[src/swm_cfg.svh]
/*
 Timing constants and command codes for the single-wire bus master.
 Assumes a 10 MHz system clock; included by the package, the master and its bench.
*/
`ifndef SWM_CFG_SVH
`define SWM_CFG_SVH

`define SWM_CLK_MHZ 10
// Times in microseconds
`define SWM_T_RST_US 480
`define SWM_T_PRES_WAIT_US 70
`define SWM_T_RST_TAIL_US 410
`define SWM_T_SLOT_US 65
`define SWM_T_REC_US 2
`define SWM_T_W1_LOW_US 6
`define SWM_T_RD_LOW_US 1
`define SWM_T_RD_SAMPLE_US 13
`define SWM_T_SPU_ON_US 5
// Cycle counts derived from the times
`define SWM_CYC(us) ((us) * `SWM_CLK_MHZ)
`define SWM_CMD_CONVERT 8'h44
`define SWM_CMD_READ_PAD 8'hBE
`define SWM_CMD_WRITE_PAD 8'h4E
`define SWM_CMD_COPY_PAD 8'h48
`define SWM_CMD_RELOAD 8'hB8
`define SWM_CMD_READ_POWER 8'hB4
`define SWM_CNT_W 14

`endif

[src/swm_pkg.sv]
/*
 Types shared by the single-wire bus master.
 Assumes swm_cfg.svh is on the include path.
*/
`include "swm_cfg.svh"

package swm_pkg;
   typedef enum logic [2:0] {
      SWM_OP_RESET,
      SWM_OP_WRITE_BYTE,
      SWM_OP_READ_BYTE,
      SWM_OP_READ_BIT,
      SWM_OP_STRONG_PULL
   } swm_op_t;

   typedef struct packed {
      swm_op_t op;
      logic [7:0] data;
      logic [15:0] hold;
   } swm_req_t;

   typedef struct packed {
      logic presence;
      logic [7:0] data;
      logic is_reset;
   } swm_rsp_t;
endpackage : swm_pkg

[src/swm_master.sv]
/*
 Bus master for a single-wire temperature sensor link.
 Assumes the line has an external pull-up and the testbench resolves the
 open-drain wire from line_oe and the sensor's pull_low, both driving low.
 Results leave through a two-entry buffer so a stalled consumer loses none.
//
// Overview of operation
// Reset pulse holds line low 480 us
// Sensor presence sampled after reset release
// Master originates every slot and reset
// One bit per time slot
// Write slots 60 us, 1 us recovery
// Write one releases within 15 us
// Write zero holds low whole slot
// Sensor samples writes 15 to 60 us
// Read slots follow read commands immediately
// Read slot low 1 us, 60 us long
// Sensor drives zero low, one high
// Sensor read data valid 15 us
// Master releases and samples within 15 us
// Short init, sample late in window
// Convert command, status via read slots
// Read scratchpad returns up to nine bytes
// Write scratchpad takes three bytes
// Copy scratchpad, no data follows
// Reload from nonvolatile reports status
// Power mode reported in read slot
// Strong pull-up, no other activity
// Reset may cut any transfer
// Write-pad sends all three bytes first
// Bytes sent least significant bit first
// Conversion status zero busy, one done
// Line-powered sensor pulls power slot low
// Strong pull-up within 10 us
// Long low is reset anywhere
// Windows timed from local clock
*/
`timescale 1ns/1ps
`default_nettype none
`include "swm_cfg.svh"

module swm_master #(
   parameter int CNT_W = `SWM_CNT_W
) (
   input wire logic clock,
   input wire logic arst_n,
   input wire logic req_valid,
   output logic req_ready,
   input wire swm_pkg::swm_req_t req,
   output logic rsp_valid,
   input wire logic rsp_ready,
   output swm_pkg::swm_rsp_t rsp,
   input wire logic line_in,
   output logic line_oe,
   output logic spu_oe,
   output logic busy
);
   localparam logic [CNT_W-1:0] C_RST =
      CNT_W'(`SWM_CYC(`SWM_T_RST_US));
   localparam logic [CNT_W-1:0] C_PRES =
      CNT_W'(`SWM_CYC(`SWM_T_PRES_WAIT_US));
   localparam logic [CNT_W-1:0] C_TAIL =
      CNT_W'(`SWM_CYC(`SWM_T_RST_TAIL_US));
   localparam logic [CNT_W-1:0] C_SLOT =
      CNT_W'(`SWM_CYC(`SWM_T_SLOT_US));
   localparam logic [CNT_W-1:0] C_REC =
      CNT_W'(`SWM_CYC(`SWM_T_REC_US));
   localparam logic [CNT_W-1:0] C_W1 =
      CNT_W'(`SWM_CYC(`SWM_T_W1_LOW_US));
   localparam logic [CNT_W-1:0] C_RDL =
      CNT_W'(`SWM_CYC(`SWM_T_RD_LOW_US));
   localparam logic [CNT_W-1:0] C_SMP =
      CNT_W'(`SWM_CYC(`SWM_T_RD_SAMPLE_US));
   localparam logic [CNT_W-1:0] C_SPU =
      CNT_W'(`SWM_CYC(`SWM_T_SPU_ON_US));

   typedef enum logic [2:0] {
      ST_IDLE,
      ST_RST_LOW,
      ST_RST_WAIT,
      ST_RST_TAIL,
      ST_SLOT,
      ST_RECOVER,
      ST_SPU_WAIT,
      ST_PULL
   } swm_state_t;

   swm_state_t state;
   swm_pkg::swm_op_t op;
   logic [CNT_W-1:0] cnt;
   logic [15:0] hold_ms;
   logic [7:0] shreg;
   logic [2:0] bit_idx;
   logic last_bit;
   logic pres;
   logic smp_bit;
   logic out_push;
   swm_pkg::swm_rsp_t out_word;
   logic buf_ready;
   logic [CNT_W-1:0] ms_cnt;
   logic [CNT_W-1:0] low_run;

   wire cnt_done = (cnt == '0);
   wire is_read = (op == swm_pkg::SWM_OP_READ_BYTE) ||
                  (op == swm_pkg::SWM_OP_READ_BIT);
   wire [CNT_W-1:0] low_len = is_read ? C_RDL :
                              (shreg[0] ? C_W1 : C_SLOT);
   wire [CNT_W-1:0] slot_pos = C_SLOT - cnt;
   wire drive_low = (state == ST_RST_LOW) ||
                    (state == ST_SLOT && slot_pos < low_len);
   // Only read slots capture the line; write slots leave smp_bit alone
   wire sample_now = (state == ST_SLOT) && is_read &&
                     (slot_pos == C_SMP);
   // A request is taken only on an edge where req_ready was shown high
   wire take_req = (state == ST_IDLE) && req_valid && req_ready &&
                   buf_ready;
   wire [7:0] next_shreg = {smp_bit, shreg[7:1]};

   // Output drive comes from flops; line_oe lags drive_low by one cycle,
   // which is far below every window tolerance.
   always_ff @(posedge clock or negedge arst_n) begin
      if (!arst_n) begin
         line_oe <= 1'b0;
         smp_bit <= 1'b1;
      end else begin
         line_oe <= drive_low;
         if (sample_now) begin
            smp_bit <= line_in;
         end
      end
   end

   always_ff @(posedge clock or negedge arst_n) begin
      if (!arst_n) begin
         state <= ST_IDLE;
         op <= swm_pkg::SWM_OP_RESET;
         cnt <= '0;
         hold_ms <= 16'h0000;
         ms_cnt <= '0;
         shreg <= 8'h00;
         bit_idx <= 3'h0;
         last_bit <= 1'b0;
         pres <= 1'b0;
         spu_oe <= 1'b0;
         out_push <= 1'b0;
         out_word <= '0;
      end else begin
         out_push <= 1'b0;
         case (state)
            ST_IDLE: begin
               if (take_req) begin
                  op <= req.op;
                  shreg <= (req.op == swm_pkg::SWM_OP_WRITE_BYTE) ?
                           req.data : 8'hFF;
                  bit_idx <= 3'h0;
                  last_bit <= (req.op == swm_pkg::SWM_OP_READ_BIT);
                  hold_ms <= req.hold;
                  case (req.op)
                     swm_pkg::SWM_OP_RESET: begin
                        state <= ST_RST_LOW;
                        cnt <= C_RST;
                     end
                     swm_pkg::SWM_OP_STRONG_PULL: begin
                        state <= ST_SPU_WAIT;
                        cnt <= C_SPU;
                     end
                     default: begin
                        state <= ST_SLOT;
                        cnt <= C_SLOT;
                     end
                  endcase
               end
            end
            ST_RST_LOW: begin
               cnt <= cnt - 1'b1;
               if (cnt_done) begin
                  state <= ST_RST_WAIT;
                  cnt <= C_PRES;
               end
            end
            ST_RST_WAIT: begin
               cnt <= cnt - 1'b1;
               if (cnt_done) begin
                  pres <= ~line_in;
                  state <= ST_RST_TAIL;
                  cnt <= C_TAIL;
               end
            end
            ST_RST_TAIL: begin
               cnt <= cnt - 1'b1;
               if (cnt_done) begin
                  out_word <= '{presence: pres, data: 8'h00,
                                is_reset: 1'b1};
                  out_push <= 1'b1;
                  state <= ST_IDLE;
               end
            end
            ST_SLOT: begin
               cnt <= cnt - 1'b1;
               if (cnt_done) begin
                  state <= ST_RECOVER;
                  cnt <= C_REC;
               end
            end
            ST_RECOVER: begin
               cnt <= cnt - 1'b1;
               if (cnt_done) begin
                  shreg <= next_shreg;
                  bit_idx <= bit_idx + 3'h1;
                  if (last_bit || bit_idx == 3'h7) begin
                     out_word <= '{presence: 1'b0,
                        data: last_bit ? {7'h00, smp_bit} : next_shreg,
                        is_reset: 1'b0};
                     out_push <= is_read;
                     state <= ST_IDLE;
                  end else begin
                     state <= ST_SLOT;
                     cnt <= C_SLOT;
                  end
               end
            end
            ST_SPU_WAIT: begin
               cnt <= cnt - 1'b1;
               if (cnt_done) begin
                  spu_oe <= 1'b1;
                  state <= ST_PULL;
                  ms_cnt <= CNT_W'(`SWM_CYC(1000));
               end
            end
            ST_PULL: begin
               ms_cnt <= ms_cnt - 1'b1;
               if (ms_cnt == '0) begin
                  ms_cnt <= CNT_W'(`SWM_CYC(1000));
                  if (hold_ms == 16'h0000) begin
                     spu_oe <= 1'b0;
                     state <= ST_IDLE;
                  end else begin
                     hold_ms <= hold_ms - 16'h0001;
                  end
               end
            end
            default: begin
               state <= ST_IDLE;
            end
         endcase
      end
   end

   always_ff @(posedge clock or negedge arst_n) begin
      if (!arst_n) begin
         busy <= 1'b0;
         req_ready <= 1'b0;
      end else begin
         busy <= (state != ST_IDLE) || take_req;
         // A pending push may fill the buffer, so ready waits one cycle
         req_ready <= (state == ST_IDLE) && buf_ready && !out_push &&
                      !take_req;
      end
   end

   // Length of the current low drive, used to check the reset pulse
   always_ff @(posedge clock or negedge arst_n) begin
      if (!arst_n) begin
         low_run <= '0;
      end else if (line_oe) begin
         low_run <= low_run + 1'b1;
      end else begin
         low_run <= '0;
      end
   end

   swm_skid #(
      .WIDTH($bits(swm_pkg::swm_rsp_t))
   ) u_skid (
      .clock(clock),
      .arst_n(arst_n),
      .in_valid(out_push),
      .in_ready(buf_ready),
      .in_data(out_word),
      .out_valid(rsp_valid),
      .out_ready(rsp_ready),
      .out_data(rsp)
   );

   rst_low_len_a: assert property (
      @(posedge clock) disable iff (!arst_n)
      $rose(state == ST_RST_WAIT) |-> low_run >= C_RST)
      else $error("reset pulse too short");
   spu_no_drive_a: assert property (
      @(posedge clock) disable iff (!arst_n)
      spu_oe |-> !line_oe)
      else $error("line driven during strong pull");
   sample_in_win_a: assert property (
      @(posedge clock) disable iff (!arst_n)
      sample_now |-> is_read && slot_pos < CNT_W'(150))
      else $error("read sample outside window");
   w0_hold_a: assert property (
      @(posedge clock) disable iff (!arst_n)
      state == ST_SLOT && !is_read && !shreg[0] && !cnt_done
      |=> line_oe)
      else $error("write zero released early");
   rec_high_a: assert property (
      @(posedge clock) disable iff (!arst_n)
      state == ST_RECOVER && cnt != C_REC |-> !line_oe)
      else $error("line low during recovery");
   rd_release_a: assert property (
      @(posedge clock) disable iff (!arst_n)
      state == ST_SLOT && is_read && slot_pos > C_RDL |-> !line_oe)
      else $error("read slot still driven low");
   req_take_a: assert property (
      @(posedge clock) disable iff (!arst_n)
      take_req |=> busy && !req_ready)
      else $error("request not closed after take");
endmodule : swm_master

`default_nettype wire

[src/swm_skid.sv]
/*
 Two-entry buffer with valid/ready on both sides.
 Assumes a single clock; output stalls back-press the producer.
*/
`timescale 1ns/1ps
`default_nettype none

module swm_skid #(
   parameter int WIDTH = 10
) (
   input wire logic clock,
   input wire logic arst_n,
   input wire logic in_valid,
   output logic in_ready,
   input wire logic [WIDTH-1:0] in_data,
   output logic out_valid,
   input wire logic out_ready,
   output logic [WIDTH-1:0] out_data
);
   logic [WIDTH-1:0] mem [2];
   logic wr_ptr;
   logic rd_ptr;
   logic [1:0] count;
   wire push = in_valid && in_ready;
   wire pop = out_valid && out_ready;

   assign in_ready = (count != 2'h2);
   assign out_valid = (count != 2'h0);
   assign out_data = mem[rd_ptr];

   always_ff @(posedge clock or negedge arst_n) begin
      if (!arst_n) begin
         wr_ptr <= 1'b0;
         rd_ptr <= 1'b0;
         count <= 2'h0;
         mem[0] <= '0;
         mem[1] <= '0;
      end else begin
         if (push) begin
            mem[wr_ptr] <= in_data;
            wr_ptr <= ~wr_ptr;
         end
         if (pop) begin
            rd_ptr <= ~rd_ptr;
         end
         count <= count + {1'b0, push} - {1'b0, pop};
      end
   end

   buf_stall_hold_a: assert property (@(posedge clock) disable iff (!arst_n)
      out_valid && !out_ready |=> out_valid && $stable(out_data))
      else $error("buffer output changed while stalled");
endmodule : swm_skid

`default_nettype wire
[config.mk]
export PLATFORM = sky130hd
export DESIGN_NAME = swm_master
export DESIGN_NICKNAME = d
export VERILOG_FILES = /design/src/swm_pkg.sv /design/src/swm_master.sv /design/src/swm_skid.sv
export VERILOG_INCLUDE_DIRS = /design/src
export SDC_FILE = /design/constraint.sdc
export NUM_CORES = 1
export LEC_CHECK = 0
export ABC_AREA = 0
export BUFFER_PORTS_ARGS = -buffer_cell sky130_fd_sc_hd__buf_2
export CAP_MARGIN = 20
export CORE_UTILIZATION = 50
export CTS_BUF_LIST = sky130_fd_sc_hd__clkbuf_16
export CTS_CLUSTER_DIAMETER = 80
export DETAILED_ROUTE_END_ITERATION = 7
export PLACE_DENSITY = 0.68
export RECOVER_POWER = 100
export SLEW_MARGIN = 20
export SYNTH_ARGS = -nofsm -noshare
export SYNTH_HDL_FRONTEND = slang
export SYNTH_SLANG_ARGS = --single-unit
[constraint.sdc]
create_clock -name clock -period 3.2 [get_ports clock]
set_clock_uncertainty 0.1 [all_clocks]
set_input_delay 0.16 -clock clock [delete_from_list [all_inputs] [get_ports clock]]
set_output_delay 0.16 -clock clock [all_outputs]
set_load 0.02 [all_outputs]
# Word level (Yosys, flattened, before mapping)

Cells that the tools add are included.

Memories: 0
Bits in latches: 0
Output and inout bits: 15
ROM bits: 0
Word-level logic and storage cells: 160
Input bits: 32
RAM bits: 0
Flip-flop bits (word level): 103

Multiplexer cells: 55
Shift operators: 0
Div/mod/pow operators: 0
$mul: 0
Reduce and logical (&&, ||, !) cells: 40
Equal/unequal tests: 26
Bitwise logic cells: 5
Magnitude comparators: 4
Add/subtract/negate cells: 7

Operators by type and width:

| operator                                              | count |
|---|---|
| 2-to-1 mux 14 bit                                     | 8 |
| 2-to-1 mux 10 bit                                     | 9 |
| case mux 14 bit (6 select lines)                      | 1 |
| 2-to-1 mux 16 bit                                     | 3 |
| 2-to-1 mux 3 bit                                      | 12 |
| 2-to-1 mux 8 bit                                      | 4 |
| case mux 16 bit (2 select lines)                      | 1 |
| logical NOT 14 bit                                    | 2 |
| case mux 14 bit (2 select lines)                      | 1 |
| subtractor 14 x 1 -> 14 bit (second input constant)   | 2 |
| case mux 13 bit (2 select lines)                      | 1 |
| inequality test 2 bit (second input constant)         | 12 |
| case mux 3 bit (8 select lines)                       | 1 |
| bitwise mux 20 bit                                    | 1 |
| case mux 10 bit (2 select lines)                      | 1 |
| equality test 3 bit (second input constant)           | 6 |
| logical NOT 16 bit                                    | 1 |
| case mux 8 bit (2 select lines)                       | 1 |
| subtractor 16 x 1 -> 16 bit (second input constant)   | 1 |
| equality test 3 x 2 -> 1 bit (second input constant)  | 5 |
| equality test 14 x 8 -> 1 bit (second input constant) | 1 |
| less-than comparator 14 x 10 -> 1 bit                 | 1 |
| subtractor 10 x 14 -> 14 bit (first input constant)   | 1 |
| logical AND 1 bit                                     | 12 |
| 23 further kinds                                      | 49 |

# Longest topological paths before layout

Gate-level depths: netlist of the first run.

Depth in word-level cells: 6
Depth in mapped cells: 10
Depth with buffers taken out: 9

# By module

Synthesis of the first run repeated with hierarchy kept, for this count alone.

Cells, all modules: 658
Area, all modules: 5866.9 sq um

By module, submodules not included:

| module     | cells each | sequential area each (sq um) | area an instance (sq um) | instances |
|---|---|---|---|---|
| swm_master | 583        | 1953.1                       | 4747.1                   | 1 |
| swm_skid   | 75         | 600.6                        | 1119.8                   | 1 |

# Worst setup path before layout of the first run

Ideal clock, no wire load.

Kind: register to register
Start: register cnt[0]
End: register cnt[7]
Path buffers: 1
Slack: 461 ps
Stages on the path, launching flop included: 10
Required time: 2965 ps
Clock period less this slack: 2739 ps
Data arrival time: 2504 ps
Library setup time: 135 ps
Path through: dfrtp_1 -> inv_1 -> ha_1 -> or3b_2 -> or4_4 -> buf_6 -> maj3_2 -> a221o_1 -> a21oi_1 -> o31ai_1

Longest elaborated chain between the ends: 4
Elaborated cells on any way between the ends: 8
Classes of those cells: add/sub (1); mux (6); reduce/logical (1)

RTL lines:

| element                            | line              | source |
|---|---|---|
| from (decl)                        | swm_master.sv:90  | `logic [CNT_W-1:0] cnt;` |
| from (signal assigned)             | swm_master.sv:175 | `cnt <= cnt - 1'b1;` |
| from (signal assigned)             | swm_master.sv:182 | `cnt <= cnt - 1'b1;` |
| from (signal assigned)             | swm_master.sv:190 | `cnt <= cnt - 1'b1;` |
| subtractor 14 x 1 -> 14 bit        | -                 |  |
| 2-to-1 mux 14 bit                  | swm_master.sv:210 | `if (last_bit \|\| bit_idx == 3'h7) begin` |
| 2-to-1 mux 14 bit                  | swm_master.sv:207 | `if (cnt_done) begin` |
| case mux 14 bit (6 select lines) * | swm_master.sv:149 | `case (state)` |

Every way passes the cells marked *; elsewhere a longest branch is shown, timed or not.
A chain may end at the register's enable or synchronous reset.

# Final worst setup path of the first run

Same ends and word-level chain as after synthesis.

==> out/results.txt, run 1 <==
most frequent cells in the layout = dfrtp_1, nand2_1, nor2_1, o21ai_0, a21oi_1
critical path buffer and inverter count = 1
Reg2Reg Depth = 8
register-to-register setup slack = 200 ps
P_leak = 3.04 nW
Synth Cell Area = 5930 sq um
f_max = 333 MHz
pwr/cell area = 389 nW/um^2
crit-path max cell delay = 560 ps
Crit-path slowest cell = or4_4
Diodes inserted = 0
Post-Syn Instances = 680
CP Data Arrival Time = 3150 ps
IO Port Bufs = 46
worst hold stages = 3
final HPWL from detailed placement = 10200 um
IO Pins = 47
fin. max-slew vios = 103
post-cts sizing count = 0
clk sinks = 102
unique cell type count in the Yosys netlist = 63
Layout Nets = 784
Detailed Route WL = 14700 um
share of post-route cells with drive strength above 1 = 0.147
commonest non-fill, non-tap cell in the layout = dfrtp_1
Critical Path RT = 3350 ps
ys flop type = dfrtp_1
violated checks = hold timing, capacitance limit, slew limit
area grow syn2layout = 13.6%
Routability Congestion = 0.895
RSZ-0062 raised after global routing = false
die height = 111 um
post-CTS setup buffers = 0
post-synthesis register bit count = 102
Starting Density = 0.517
crit end category = register
Worst Hold Endpoint = hold_ms[1]
clk slew on worst S/H paths = 80 ps
EDFF count, synth = 0
Num CTS Buffers = 9
net switching power = 0.000680 W
Hold Path Origin = req[1]
critical path class = reg -> reg
Crit path max-delay family = simple AND/OR/NAND/NOR gates
period utilization = 0.937
Final Hold Fails = 1
min Tclk post-route = 3000 ps
FF-to-FF Start = cnt[0]
maximum buffer depth of the clock tree = 2
switch share = 0.260
Seq pwr share = 0.516
first-pass GRT wire length = 24700 um
worst slew pin tran = 2270 ps
Setup crit start = cnt[0]
drt drc = 0
vias in the first global route = 5033
CP max FO = 15
sequential-to-total area share from yosys stat = 0.431
die footprint = 12300 sq um
Root Buffer = clkbuf_16
CTS tree = built
WHS = -3.03 ps
P_int = 0.00194 W
Die Wd = 111 um
status = complete, but fails checks
Wirelength per Cell = 16.5 um
DRT iter0 DRCs = 496
initial antenna violation count = 0
syn_area_per_cell = 8.72 sq um
largest net degree at the start of global routing = 103
ys async rst share = 1.00
Worst slew margin = -0.516
Clk pwr share = 0.418
Critical Path Start Type = register
Vias/cell = 6.01
drt first pass iters = 7
Max Cap Violations = 1
setup tns final = 0 ps
reg2reg end = cnt[7]
antenna-violating nets left = 0
worst path cell trace = inv_1, ha_1, or3b_2, or4_4, maj3_1, a221o_1, a21oi_1, o31ai_1
syn nets = 726
htree depth = 3
insertion delay to the later sink of the worst-skew pair = 370 ps
GRT Util Overall = 0.250
Rows = 39
vias post-DR = 5325
Gate power share = 0.066
grt total ovfl = 0
Syn. warnings = 0
Worst IR Drop VDD = 0.000357 V
hold buffer count at cts = 12
min-delay worst type = in -> reg
# setup viols final = 0
core area = 11500 sq um
==> registers in the layout, indices dropped and copies added, names as in the netlist, 3 cells and up <==
signal	flops
hold_ms	16
shreg	8
ms_cnt	14
u_skid.mem	20
cnt	14
out_word	10
bit_idx	3
state	3
==> Yosys cell counts, drive strengths merged (8+ instances only) <==
cell type / number / area, sq um
dfrtp: 101 / 2530
nand2: 84 / 315
nor2: 70 / 263
o21ai: 68 / 340
a21oi: 57 / 285
mux2: 32 / 360
clkbuf: 30 / 113
nor3: 22 / 110
nand3: 20 / 100
inv: 18 / 67.6
ha: 14 / 175
o22ai: 13 / 81.3
xnor2: 11 / 96.3
o31ai: 10 / 75.1
nand2b: 9 / 56.3
nor4: 9 / 56.3
buf: 8 / 56.3
==> logic make-up (layout without fill, tap and decap cells) <==
group / Yosys count / in the layout / synth area share
xor+xnor: 16 / 16 / 0.0236
simple gates: 250 / 250 / 0.194
mux: 38 / 38 / 0.0709
buf+inv: 56 / 119 / 0.0399
fa+ha+maj: 15 / 15 / 0.0315
compound gates: 203 / 203 / 0.209
flops: 102 / 102 / 0.431
==> per-layer routing <==
metal	global-route usage	up-vias	wire (um)
li1	-	2577	-
met1	0.337	2523	6600
met2	0.398	204	6830
met3	0.0629	21	949
met4	0.0773	0	279
met5	0	-	0
==> stage by stage <==
step,power (W),utilization,worst slack [ps],area (sq um),cells
global placement,0.00154,0.556,371,6380,857
floorplan,0.00146,-,461,5930,680
finish,0.00262,0.587,200,6730,886
detailed placement,0.00154,0.556,299,6380,857
global route,0.00272,0.587,38.8,6730,886
CTS,0.00264,0.591,278,6780,885
==> power groups by stage <==
stage / clock, W / combinational [W] / sequential (W)
2_1_floorplan: 0 / 0.000114 / 0.00135
3_3_place_gp: 0 / 0.000161 / 0.00138
3_5_place_dp: 0 / 0.000167 / 0.00138
4_1_cts: 0.00111 / 0.000180 / 0.00135
5_1_grt: 0.00117 / 0.000194 / 0.00136
6_report: 0.00109 / 0.000173 / 0.00135
==> cell type report <==
type	count	area [sq um]
Fill cell	1011	4730
Multi-Input combinational cell	522	3130
Sequential cell	102	2550
Timing Repair Buffer	85	519
Clock buffer	9	225
Tap cell	143	179
Inverter	18	67.6
Clock inverter	7	60.1
==> worst register-to-register path, delay by kind of cell (launching register included) <==
kind | cells | cell delay [ps]
buffers and inverters | 1 | 110
adders and majority gates | 2 | 630
AOI/OAI and AO/OA | 3 | 600
and+or+nand+nor | 2 | 1030
DFF | 1 | 440
==> worst max-delay path by stage <==
stage,endpoint,slack (ps),depth (start not counted)
2_1_floorplan,cnt[7],460,9
3_3_place_gp,cnt[7],370,8
3_5_place_dp,cnt[7],300,8
4_1_cts,cnt[7],280,8
5_1_grt,state[0],40,8
6_report,cnt[7],200,8
Power figures use the tool's default switching activity.
==> run 2: changes to the inputs <==
- CELL_PAD_IN_SITES_DETAIL_PLACEMENT: not set -> 0
- CELL_PAD_IN_SITES_GLOBAL_PLACEMENT: not set -> 1
- CORE_UTILIZATION: 50 -> 46
- PLACE_DENSITY: 0.68 -> 0.8
==> out/results.txt, run 2 (synthesized netlist as in run 1, its figures left out) <==
critical path class = reg -> reg
CTS tree = built
Rows = 41
Worst IR Drop VDD = 0.000317 V
clk slew on worst S/H paths = 80 ps
Critical Path Start Type = register
die footprint = 13300 sq um
Max Cap Violations = 1
maximum buffer depth of the clock tree = 2
crit end category = register
IO Port Bufs = 46
die height = 116 um
post-place instance area = 6430 sq um
vias in the first global route = 4972
Diodes inserted = 0
f_max = 340 MHz
insertion delay to the later sink of the worst-skew pair = 360 ps
fin. max-slew vios = 59
IO Pins = 47
# setup viols final = 0
post-CTS setup buffers = 0
biggest regs = u_skid.mem (20), hold_ms (16)
RSZ-0062 raised after global routing = false
Root Buffer = clkbuf_16
Largest Register = u_skid.mem
DRT iter0 DRCs = 415
drt drc = 0
commonest non-fill, non-tap cell in the layout = dfrtp_1
clk sinks = 102
most frequent cells in the layout = dfrtp_1, nand2_1, nor2_1, o21ai_0, a21oi_1
status = complete, but fails checks
pwr/cell area = 395 nW/um^2
CP Data Arrival Time = 3070 ps
Starting Density = 0.472
largest net degree at the start of global routing = 59
vias post-DR = 5303
area grow syn2layout = 15.9%
htree depth = 3
GRT Util Overall = 0.242
core area = 12600 sq um
Routability Congestion = 0.894
max reg flops = 20
CP max FO = 11
filler cell count = 1154
drt first pass iters = 4
share of post-route cells with drive strength above 1 = 0.155
Worst slew margin = -0.0264
grt total ovfl = 0
post-cts sizing count = 0
period utilization = 0.919
worst slew pin tran = 1540 ps
Wirelength per Cell = 16.5 um
violated checks = capacitance limit, slew limit
P_leak = 3.10 nW
Final Hold Fails = 0
antenna-violating nets left = 0
setup tns final = 0 ps
Critical Path RT = 3330 ps
min-delay worst type = in -> reg
Detailed Route WL = 15200 um
Num CTS Buffers = 9
Final Instance Area = 6870 sq um
Vias/cell = 5.76
final HPWL from detailed placement = 10800 um
Die Wd = 116 um
min Tclk post-route = 2940 ps
initial antenna violation count = 0
Layout Nets = 790
first-pass GRT wire length = 25100 um
-- run 2: changes by cell type in the layout (fill, tap and decap cells not counted), moves of 2 or more --
cell | previous run | this run
buf_4 | 20 | 25
clkbuf_1 | 19 | 17
clkbuf_2 | 1 | 3
dlygate4sd3_1 | 13 | 16
-- run 2: path summary, 6_finish.rpt --
check,depth (start not counted),slack (ps),startpoint,endpoint
min in group asynchronous,2,610,arst_n,line_oe
hold / removal,3,8,req[13],hold_ms[13]
setup reg to reg,8,260,cnt[0],state[0]
hold reg to reg,1,350,out_push,req_ready
setup / recovery,8,260,cnt[0],state[0]
max in group asynchronous,3,690,arst_n,u_skid.rd_ptr
-- run 2: routing by layer --
metal | global-route usage | vias to the layer above | routed length (um)
li1 | - | 2587 | -
met1 | 0.325 | 2555 | 6940
met2 | 0.397 | 141 | 7200
met3 | 0.0403 | 20 | 789
met4 | 0.0797 | 0 | 221
met5 | 0 | - | 0
-- run 2: stage by stage --
step           power [W]  setup WS (ps)  std cells  hold slack [ps]   util
6_report         0.00271            261        921             8.02  0.546
5_1_grt          0.00281           84.0        921             16.3  0.546
4_1_cts          0.00275            350        921             1.06  0.549
3_5_place_dp     0.00154            399        889              200  0.511
3_3_place_gp     0.00154            456        889              194  0.511
2_1_floorplan    0.00146            461        680             -236      -
-- run 2: repair_timing --
item | in CTS | in global routing
setup endpoints to repair | 0 | 0
hold buffers | 16 | 0
endpoints found under the hold margin | 72 | 0
-- run 2: critical path, stage by stage (launching register included) --
cell,delay [ps]
dfrtp_1,440
inv_1,110
ha_1,200
or3b_2,460
or4_1,520
buf_4,230
a311oi_2,430
nand2_1,150
mux2i_1,150
-- run 2: area by class of cell --
cell class	instances	area (sq um)	share of cell area
clock buffer	9	225	0.0328
timing repair buffer	91	577	0.0840
sequential	102	2550	0.372
clock inverter	7	90.1	0.0131
tap	172	215	0.0313
inverter	18	67.6	0.00984
multi-input combinational	522	3140	0.457
-- run 2: power by group --
part,internal [W],switching [W]
Clock,0.000629,0.000558
Combinational,0.0000869,0.0000895
Sequential,0.00131,0.0000417
